File: src/hw/svd_pkg.sv
// shared constants and state types of the supply voltage detect controller
package svd_pkg;

   // -----------------------------------------------------------------
   // register map (byte addresses on the avalon slave)
   // -----------------------------------------------------------------
   localparam logic [3:0] ADDR_CTRL = 4'h0;   // voltage_detect_control
   localparam logic [3:0] ADDR_FLAG = 4'h4;   // peripheral_flag_reg_two
   localparam logic [3:0] ADDR_IEN  = 4'h8;   // voltage_event_irq_enable
   localparam logic [3:0] ADDR_CORE = 4'hc;   // core_irq_control_reg

   // -----------------------------------------------------------------
   // field positions
   // -----------------------------------------------------------------
   localparam int CTRL_DIR_BIT    = 7;
   localparam int CTRL_UNUSED_BIT = 6;
   localparam int CTRL_STABLE_BIT = 5;
   localparam int CTRL_EN_BIT     = 4;
   localparam int CTRL_LEVEL_MSB  = 3;
   localparam int FLAG_EVENT_BIT  = 2;
   localparam int IEN_EVENT_BIT   = 2;
   localparam int CORE_GIE_BIT    = 7;

   // -----------------------------------------------------------------
   // reset values and codes
   // -----------------------------------------------------------------
   localparam logic [3:0] LEVEL_RESET = 4'h5;
   localparam logic [3:0] LEVEL_EXT   = 4'hf;

   // -----------------------------------------------------------------
   // settle timing, counted on the clock-independent timebase
   // -----------------------------------------------------------------
   localparam int         TICK_PERIOD_NS = 1000;
   localparam int         SETTLE_TIME_NS = 20000;
   localparam logic [7:0] SETTLE_TICKS   =
      8'((SETTLE_TIME_NS + TICK_PERIOD_NS - 1) / TICK_PERIOD_NS);

   // -----------------------------------------------------------------
   // state types
   // -----------------------------------------------------------------
   typedef struct packed {
      logic        tick_q;
      logic [7:0]  cnt;
      logic        done;
   } svd_settle_t;

   typedef struct packed {
      logic        dir;
      logic        stable;
      logic        en;
      logic [3:0]  level;
      logic        flag;
      logic        ien;
      logic        global_irq_enable;
      logic        ext_sel;
      logic        irq;
      logic        wake;
      logic        waitreq;
      logic [31:0] rdata;
   } svd_top_t;

   localparam svd_top_t TOP_RESET = '{level: LEVEL_RESET, waitreq: 1'b1, default: '0};

endpackage

File: src/hw/svd_sync.sv
// two-flop synchroniser, also used as the reset release stage
`timescale 1ns/100ps
module svd_sync #(
   parameter int W = 1
) (
   input  wire logic         i_clk,
   input  wire logic         i_rst_n,
   input  wire logic [W-1:0] i_d,
   output logic      [W-1:0] o_q
);
   typedef struct packed {
      logic [W-1:0] meta;
      logic [W-1:0] q;
   } svd_sync_t;

   svd_sync_t s;
   svd_sync_t next_s;

   // first stage is read only by the second stage
   always_comb begin
      next_s.meta = i_d;
      next_s.q    = s.meta;
   end

   always_ff @(posedge i_clk or negedge i_rst_n) begin
      if (!i_rst_n) begin
         s <= '0;
      end else begin
         s <= next_s;
      end
   end

   assign o_q = s.q;
endmodule

File: src/hw/svd_settle.sv
// reference settle timer running from the clock-independent timebase
`timescale 1ns/100ps
module svd_settle (
   input  wire logic i_clk,
   input  wire logic i_rst_n,
   input  wire logic i_en,
   input  wire logic i_tick,
   output logic      o_done
);
   svd_pkg::svd_settle_t s;
   svd_pkg::svd_settle_t next_s;

   // counts timebase edges, so the interval does not follow the core clock
   always_comb begin
      next_s        = s;
      next_s.tick_q = i_tick;
      if (!i_en) begin
         next_s.cnt  = 8'h00;
         next_s.done = 1'b0;
      end else if (i_tick && !s.tick_q && !s.done) begin
         next_s.cnt  = s.cnt + 8'h01;
         next_s.done = (s.cnt + 8'h01) == svd_pkg::SETTLE_TICKS;
      end
   end

   always_ff @(posedge i_clk or negedge i_rst_n) begin
      if (!i_rst_n) begin
         s <= '0;
      end else begin
         s <= next_s;
      end
   end

   assign o_done = s.done;
endmodule

File: src/hw/svd_ctrl.sv
// supply voltage detect controller: registers, event logic and analogue controls
`timescale 1ns/100ps
module svd_ctrl (
   input  wire logic        I_CORE_CLK,
   input  wire logic        I_RSTN,
   input  wire logic [3:0]  I_AVS_ADDRESS,
   input  wire logic        I_AVS_READ,
   input  wire logic        I_AVS_WRITE,
   input  wire logic [31:0] I_AVS_WRITEDATA,
   input  wire logic [3:0]  I_AVS_BYTEENABLE,
   output logic      [31:0] O_AVS_READDATA,
   output logic             O_AVS_WAITREQUEST,
   input  wire logic        I_CMP_ABOVE,
   input  wire logic        I_CMP_BELOW,
   input  wire logic        I_REF_READY,
   input  wire logic        I_TIMEBASE_TICK,
   input  wire logic        I_SLEEP,
   output logic             O_DET_PWR_EN,
   output logic      [3:0]  O_TRIP_LEVEL,
   output logic             O_EXT_SEL,
   output logic             O_TRIP_DIR,
   output logic             O_IRQ,
   output logic             O_WAKE
);

   // -----------------------------------------------------------------
   // reset release and input synchronisers
   // -----------------------------------------------------------------
   logic       rst_n;
   logic [3:0] async_q;
   logic       settle_done;
   logic       above;
   logic       below;
   logic       ref_ok;

   // reset is asserted at once but released through two flops
   svd_sync #(.W(1)) u_rst_sync (
      .i_clk   (I_CORE_CLK),
      .i_rst_n (I_RSTN),
      .i_d     (1'b1),
      .o_q     (rst_n)
   );

   // comparator, reference ready and timebase come from the analogue side
   svd_sync #(.W(4)) u_in_sync (
      .i_clk   (I_CORE_CLK),
      .i_rst_n (rst_n),
      .i_d     ({I_TIMEBASE_TICK, I_REF_READY, I_CMP_BELOW, I_CMP_ABOVE}),
      .o_q     (async_q)
   );

   assign above  = async_q[0];
   assign below  = async_q[1];
   assign ref_ok = async_q[2];

   svd_pkg::svd_top_t s;
   svd_pkg::svd_top_t next_s;

   svd_settle u_settle (
      .i_clk   (I_CORE_CLK),
      .i_rst_n (rst_n),
      .i_en    (s.en),
      .i_tick  (async_q[3]),
      .o_done  (settle_done)
   );

   // -----------------------------------------------------------------
   // register read decode
   // -----------------------------------------------------------------
   function automatic logic [31:0] read_reg(input logic [3:0] addr, input svd_pkg::svd_top_t st);
      logic [31:0] d;
      d = 32'h0000_0000;
      case (addr)
         svd_pkg::ADDR_CTRL: begin
            d[svd_pkg::CTRL_DIR_BIT]    = st.dir;
            d[svd_pkg::CTRL_UNUSED_BIT] = 1'b0;
            d[svd_pkg::CTRL_STABLE_BIT] = st.stable;
            d[svd_pkg::CTRL_EN_BIT]     = st.en;
            d[svd_pkg::CTRL_LEVEL_MSB:0] = st.level;
         end
         svd_pkg::ADDR_FLAG: d[svd_pkg::FLAG_EVENT_BIT] = st.flag;
         svd_pkg::ADDR_IEN:  d[svd_pkg::IEN_EVENT_BIT]  = st.ien;
         svd_pkg::ADDR_CORE: d[svd_pkg::CORE_GIE_BIT]   = st.global_irq_enable;
         default:            d = 32'h0000_0000;           // unmapped reads as zero
      endcase
      return d;
   endfunction

   // a write that lands this cycle at the given register
   function automatic logic wr_hit(input logic       wr_ok,
                                   input logic [3:0] addr,
                                   input logic [3:0] reg_addr);
      return wr_ok && (addr == reg_addr);
   endfunction

   // -----------------------------------------------------------------
   // next-state logic
   // -----------------------------------------------------------------
   logic       req;
   logic       wr;
   logic [7:0] wd;
   logic       cond;
   logic       set_evt;

   // one wait cycle per access, then a single answer cycle
   always_comb begin
      next_s  = s;
      req     = I_AVS_READ || I_AVS_WRITE;
      wr      = I_AVS_WRITE && !s.waitreq && I_AVS_BYTEENABLE[0];
      wd      = I_AVS_WRITEDATA[7:0];
      cond    = s.dir ? above : below;
      set_evt = s.en && s.stable && cond;

      next_s.waitreq = !(req && s.waitreq);
      if (I_AVS_READ && s.waitreq) begin
         next_s.rdata = read_reg(I_AVS_ADDRESS, s);
      end

      // bits 6 and 5 of the control word are dropped on write
      if (wr_hit(wr, I_AVS_ADDRESS, svd_pkg::ADDR_CTRL)) begin
         next_s.dir   = wd[svd_pkg::CTRL_DIR_BIT];
         next_s.en    = wd[svd_pkg::CTRL_EN_BIT];
         next_s.level = wd[svd_pkg::CTRL_LEVEL_MSB:0];
      end
      if (wr_hit(wr, I_AVS_ADDRESS, svd_pkg::ADDR_IEN)) begin
         next_s.ien = wd[svd_pkg::IEN_EVENT_BIT];
      end
      if (wr_hit(wr, I_AVS_ADDRESS, svd_pkg::ADDR_CORE)) begin
         next_s.global_irq_enable = wd[svd_pkg::CORE_GIE_BIT];
      end

      // an excursion in the clearing cycle wins over the clear
      if (wr_hit(wr, I_AVS_ADDRESS, svd_pkg::ADDR_FLAG)) begin
         next_s.flag = wd[svd_pkg::FLAG_EVENT_BIT] || set_evt;
      end else begin
         next_s.flag = s.flag || set_evt;
      end

      // disabling drops the stable flag at once; enabling waits for the timer
      next_s.stable  = next_s.en && s.en && settle_done && ref_ok;
      next_s.ext_sel = next_s.en && (next_s.level == svd_pkg::LEVEL_EXT);
      next_s.irq     = next_s.flag && next_s.ien && next_s.global_irq_enable;
      // wake needs no global enable; vectoring stays with the core
      next_s.wake    = I_SLEEP && next_s.flag;
   end

   // all state except the settle timer and synchronisers sits in one register so its reset values come from one place
   always_ff @(posedge I_CORE_CLK or negedge rst_n) begin
      if (!rst_n) begin
         s <= svd_pkg::TOP_RESET;
      end else begin
         s <= next_s;
      end
   end

   // -----------------------------------------------------------------
   // outputs, each straight from the state register
   // -----------------------------------------------------------------
   assign O_AVS_READDATA    = s.rdata;
   assign O_AVS_WAITREQUEST = s.waitreq;
   assign O_DET_PWR_EN      = s.en;
   assign O_TRIP_LEVEL      = s.level;
   assign O_EXT_SEL         = s.ext_sel;
   assign O_TRIP_DIR        = s.dir;
   assign O_IRQ             = s.irq;
   assign O_WAKE            = s.wake;

   // decoded views of the landing write, so properties can look one cycle back
   logic       flag_hit;
   logic       flag_wr;
   logic       flag_clr;
   logic       ctrl_wr;
   logic [3:0] wr_level;
   logic       wr_en;
   logic       wr_dir;
   assign flag_hit = wr_hit(wr, I_AVS_ADDRESS, svd_pkg::ADDR_FLAG);
   assign flag_wr  = flag_hit && wd[svd_pkg::FLAG_EVENT_BIT];
   assign flag_clr = flag_hit && !wd[svd_pkg::FLAG_EVENT_BIT];
   assign ctrl_wr  = wr_hit(wr, I_AVS_ADDRESS, svd_pkg::ADDR_CTRL);
   assign wr_level = wd[svd_pkg::CTRL_LEVEL_MSB:0];
   assign wr_en    = wd[svd_pkg::CTRL_EN_BIT];
   assign wr_dir   = wd[svd_pkg::CTRL_DIR_BIT];
endmodule

File: config.mk
export PLATFORM = sky130hd
export DESIGN_NAME = svd_ctrl
export DESIGN_NICKNAME = d
export VERILOG_FILES = /design/src/hw/svd_pkg.sv /design/src/hw/svd_sync.sv /design/src/hw/svd_settle.sv /design/src/hw/svd_ctrl.sv
export SDC_FILE = /design/constraint.sdc
export NUM_CORES = 1
export LEC_CHECK = 0
export ABC_AREA = 1
export BUFFER_PORTS_ARGS = -buffer_cell sky130_fd_sc_hd__buf_2
export CORE_UTILIZATION = 50
export DETAILED_ROUTE_END_ITERATION = 10
export HOLD_SLACK_MARGIN = 0.15
export PLACE_DENSITY_LB_ADDON = 0.05
export SLEW_MARGIN = 20
export SYNTH_ARGS = -nofsm -noshare
export SYNTH_HDL_FRONTEND = slang
export SYNTH_SLANG_ARGS = --single-unit
File: constraint.sdc
create_clock -name I_CORE_CLK -period 2.6 [get_ports I_CORE_CLK]
set_input_delay 0.39 -clock I_CORE_CLK [delete_from_list [all_inputs] [get_ports I_CORE_CLK]]
set_output_delay 0.39 -clock I_CORE_CLK [all_outputs]
set_load 0.005 [all_outputs]
==> out/summary.txt, run 1 <==
TritonCTS clock tree: built
Syn. warnings: 0
Sw Ratio: 23.9%
Mapped Area: 2020 sq um
total gr overflow: 0
drt pass-1 iters: 4
Mapped Avg Cell Area: 8.67 sq um
port buffer count: 36
core area: 3770 sq um
Root Driver: clkbuf_8
Rows: 22
Boundary Pins: 91
top cell type's share of synthesized area: 47.1%
die area: 4300 sq um
# DRC: 0
antenna viol nets, final: 0
Pwr Total: 1.33 mW
RSZ-0062 raised after global routing: no
critical path class: flip-flop to flip-flop
n_diodes: 0
post-synthesis compound-gate area fraction: 6.93%
DRT Wirelength: 3.21 mm
DRT iter0 DRCs: 96
Setup Skew: 6.27 ps
CP Max Fanout: 5
count of cell types in the netlist: 26
CP Capture Type: flip-flop
Psw: 0.319 mW
Arr. time, crit path: 1570 ps
Fmax achieved: 0.721 GHz
post-synthesis mux area share: 0%
min Tclk post-route: 1390 ps
Logic pwr share: 10.3%
startpoint types: flip-flop
DP HPWL: 2.38 mm
area delta synth->final: 8.36%
clock power share: 36.6%
Power Density: 610 nW/um^2
initial core utilization: 53.6%
placed cells: 304
number of clock sinks: 41
FF-to-FF setup slack: 1210 ps
Setup Buffers After CTS: 0
Worst EP required: 2780 ps
Via density: 4.65
TritonCTS Buffers: 5
Synth Area in Simple Gates: 22.8%
Seq/Total Area, Yosys: 51.0%
final setup fails: 0
Slew Limit Fails: 0
number of global-route vias before repair: 1290
part of the power in registers: 53.1%
Synth Instances: 233
status: completed
Reg clk slew, reported paths: 70 ps
clock latency on the worst-skew pair: 290 ps
Int Pwr: 1.02 mW
leakage power total: 1.17 nW
XOR/XNOR Fraction of Synth Area: 0%
fillers: 341
Vias: 1455
Die Span Y: 65.6 um
first-pass GRT wire length: 5.71 mm
cell taking the most area after synthesis: dfrtp_1
synthesized flop and latch total: 41
Worst VDD drop: 0.000376 V
Tightest Hold Check Type: primary input to flip-flop
H-tree levels: 2
WL/cell: 10.2 um
Setup TNS Final: 0 ps
Total GRT Usage: 18.2%
Area contributors post-synth: dfrtp_1, buf_4, nand2_1, dfstp_2, inv_1
Final Hold Viols: 0
initial antenna violation count: 0
pin count of the biggest net entering global routing: 40
share of cells above drive strength 1: 21.5%
Die Span X: 65.6 um
final critical-path share of the clock period: 53.3%
Final Non-Filler Cells: 313
MaxCap Viol Count: 0
number of gates resized after cts: 0
final core occ: 58.1%
Clock Path Buffers: 2
Final #Nets: 314
Adder-Cell Fraction of Synth Area: 0.619%
CTS Hold Bufs: 1
largest family of logic cells by synthesized area: simple AND/OR/NAND/NOR gates
Final GP Congestion: 0.840
[per-stage QoR]
| step | hold slack [ps] | area, sq um | setup slack, ps |
|---|---|---|---|
| final | 205 | 2190 | 1210 |
| after global routing | 180 | 2190 | 1050 |
| after CTS | 192 | 2190 | 1220 |
| after detailed placement | 178 | 2070 | 1220 |
| after global placement | 177 | 2070 | 1220 |
| after floorplan | 94.4 | 2110 | 1380 |
[cells in the mapped netlist (all sizes together)]
master,n
nand4,1
o22ai,3
inv,22
a31oi,1
nor2,21
ha,1
conb,2
dfstp,3
clkbuf,1
dfrtp,38
nand2,64
a21oi,2
buf,37
o21ai,21
nor3,1
nand3,15
[placed cells by master (no fill, tap or decap), types with 5 or more instances in the layout]
cell type  instances
nor2_1            17
nand2_1           62
nand3_1           13
clkbuf_8           5
conb_1            26
dfrtp_1           38
inv_1             20
o21ai_1           13
buf_2             36
o21ai_0            8
[cell families after synthesis]
family | Yosys count
simple gates | 102
other cells | 2
fa+ha+maj | 1
flops | 41
compound gates | 27
buf+inv | 60
[critical path: stages, from the launching register on]
cell	delay [ps]
dfrtp_1	410
ha_1	220
nand2_1	100
inv_1	80
nand2_1	90
nor3_1	140
nor2_1	80
nand3_1	100
nand2_1	60
[final timing paths]
check / from / to / cells after the start
worst max-delay path: u_settle.s[2] / u_settle.o_done / 8
worst min register to register: u_rst_sync.o_q / u_settle.s[9] / 1
worst min-delay path: I_REF_READY / u_in_sync.next_s[2] / 1
max in group asynchronous: u_rst_sync.o_q / O_TRIP_LEVEL[2] / 1
min in group asynchronous: u_rst_sync.o_q / u_settle.s[9] / 1
worst max register to register: u_settle.s[2] / u_settle.o_done / 8
[routing by layer]
metal	track usage (%)	share of wire, %	vias up
met3	5.21	5.8	6
met5	0	0	-
met4	8.15	1.4	0
li1	-	-	730
met2	27.8	43	55
met1	23.8	49	664
[flip-flops by register name (all words and copies together), names as in the netlist]
register and count:
u_rst_sync.o_q 1, O_EXT_SEL 1, s 4, u_settle.o_done 1, O_DET_PWR_EN 1, u_rst_sync.next_s 1
O_WAKE 1, O_TRIP_DIR 1, u_in_sync.next_s 4, O_AVS_WAITREQUEST 1, u_in_sync.o_q 4, u_settle.s 9
O_AVS_READDATA 7, O_IRQ 1, O_TRIP_LEVEL 4
[area by class of cell]
class	instances	area (sq um)	area share, %
timing repair buffer	38	198	9.03
inverter	22	82.6	3.77
multi-input combinational	156	712	32.5
sequential	41	1030	47.0
tap	48	60.1	2.74
clock inverter	2	35.0	1.60
clock buffer	6	72.6	3.31
[power by group through the flow]
stage          Combinational (mW)  Sequential (mW)  Clock [mW]
6_report                    0.138            0.708       0.488
2_1_floorplan               0.122            0.721           0
5_1_grt                     0.162            0.715       0.541
4_1_cts                     0.140            0.709       0.507
3_3_place_gp                0.137            0.720           0
3_5_place_dp                0.139            0.721           0
(Power assumes the default switching activity.)
==> run 2: changes to the inputs <==
Settings changed: CORE_UTILIZATION 50 to 47.
Clock period 2.6 ns to 1.33 ns, I/O delays scaled along.
==> run 2 against run 1 <==
Effect of this change:
- critical path depth fell by 1
- core utilization rose by 1.6 points
- register-to-register slack got worse by 1100 ps
- worst hold slack got worse by 2.3 ps
- critical endpoint is now O_EXT_SEL
- setup slack got worse by 1100 ps
- largest cell class unchanged
==> out/summary.txt, run 2 (synthesized netlist as in run 1, its figures left out) <==
status: completed
part of the power in registers: 50.2%
TritonCTS Buffers: 5
most frequent cells in the layout: nand2_1, dfrtp_1, buf_2
number of clock sinks: 41
antenna viol nets, final: 0
final setup fails: 0
final critical-path share of the clock period: 95.0%
critical path class: flip-flop to flip-flop
Final Hold Viols: 0
fillers: 359
Psw: 0.668 mW
area delta synth->final: 19.8%
Power Density: 1140 nW/um^2
Boundary Pins: 91
first-pass GRT wire length: 5.84 mm
clock latency on the worst-skew pair: 300 ps
Final GP Congestion: 0.804
Vias: 1481
TritonCTS clock tree: built
Die Span X: 67.6 um
WL/cell: 10.2 um
Die Span Y: 67.6 um
port buffer count: 36
final core occ: 59.7%
Worst path max stage delay: 560 ps
RSZ-0062 raised after global routing: yes
total gr overflow: 0
CP Capture Type: flip-flop
Worst EP required: 1550 ps
startpoint types: flip-flop
H-tree levels: 2
FF-to-FF setup slack: 70 ps
Root Driver: clkbuf_8
Tightest Hold Check Type: flip-flop to asynchronous set/reset pin
Clock Path Buffers: 2
core area: 4060 sq um
Slew Limit Fails: 0
max reg flops: 9
crit path cell chain: inv_2, nand3_4, buf_6, o21ai_2, nand2_1, nand3_1, nor2_1
initial antenna violation count: 0
final worst-path setup slack: 66.8 ps
Rows: 23
Pwr Total: 2.75 mW
drt pass-1 iters: 4
Arr. time, crit path: 1480 ps
die area: 4570 sq um
number of global-route vias before repair: 1385
placed cells: 313
# DRC: 0
Sw Ratio: 24.2%
min Tclk post-route: 1260 ps
Top reg by flops: u_settle.s
area of the multi-input gates: 742 sq um
Fmax achieved: 0.792 GHz
Final Non-Filler Cells: 335
clock power share: 37.7%
DRT iter0 DRCs: 96
Reg clk slew, reported paths: 80 ps
Worst VDD drop: 0.000683 V
DRT Wirelength: 3.42 mm
total area of sequential cells: 1030 sq um
pre-CTS setup slack: 10.6 ps
leakage power total: 1.27 nW
n_diodes: 0
DP HPWL: 2.52 mm
initial core utilization: 49.8%
Via density: 4.42
Final #Nets: 334
Total GRT Usage: 17.5%
pin count of the biggest net entering global routing: 27
CP Max Fanout: 8
slowest CP cell: dfstp_2
share of cells above drive strength 1: 25.6%
Int Pwr: 2.09 mW
Logic pwr share: 12.1%
most common cell after layout, fill and taps aside: nand2_1
fin area: 2420 sq um
MaxCap Viol Count: 0
post-placement cell area: 2130 sq um
Setup Skew: 13.9 ps
## run 2: cell count changes in the layout (fill, tap and decap cells not counted), moves of 2 or more
cell,previous run,this run
nor2_1,17,15
dlygate4sd3_1,1,14
nand2_2,1,3
o21ai_2,0,2
o21ai_1,13,11
buf_4,1,7
nand2_1,62,60
## run 2: area by class of cell
cell class | instances | area share (%)
flip-flops and latches | 41 | 42.5
clock inverters | 2 | 1.55
inverters | 22 | 3.41
clock buffers | 6 | 3.41
well taps | 50 | 2.58
multi-input cells | 156 | 30.6
repair buffers | 58 | 15.9
## run 2: per-stage QoR
stage / TNS (ps) / hold slack (ps)
after floorplan: 0 / -96.1
after global placement: 0 / -14.6
after detailed placement: 0 / -13.6
after CTS: 0 / 201
after global routing: -18.2 / 224
final: 0 / 203
## run 2: metal layers
layer	share of wire (%)	track usage, %
met1	49	22.2
met2	45	27.2
met3	4.7	4.05
met4	1.1	9.57
met5	0	0
## run 2: timing repair
item,in CTS,in global routing
setup buffers,0,0
setup endpoints to repair,0,6
hold endpoints to repair,14,0
resized for setup,0,10
hold buffers,14,0
## run 2: worst max-delay path, delay by kind of cell, from the launching register on
family                 cells  cell delay (ps)
AOI/OAI and AO/OA          1               40
and+or+nand+nor            4              400
DFF                        1              560
buffers and inverters      2              180
## run 2: power by group through the flow
| stage | sequential (mW) | combinational, mW | clock [mW] |
|---|---|---|---|
| 4_1_cts | 1.38 | 0.324 | 1.07 |
| 2_1_floorplan | 1.41 | 0.238 | 0 |
| 3_3_place_gp | 1.40 | 0.289 | 0 |
| 3_5_place_dp | 1.41 | 0.293 | 0 |
| 6_report | 1.38 | 0.333 | 1.04 |
| 5_1_grt | 1.39 | 0.384 | 1.12 |
## run 2: path summary, 6_finish.rpt
kind	cells past startpoint	end	start
max in group asynchronous	1	O_AVS_WAITREQUEST	u_rst_sync.o_q
worst min-delay path	1	u_in_sync.next_s[1]	u_rst_sync.o_q
min in group I_CORE_CLK	5	O_AVS_READDATA[7]	I_AVS_ADDRESS[2]
worst max-delay path	7	O_EXT_SEL	O_AVS_WAITREQUEST
worst min register to register	1	u_in_sync.next_s[1]	u_rst_sync.o_q
worst max register to register	7	O_EXT_SEL	O_AVS_WAITREQUEST
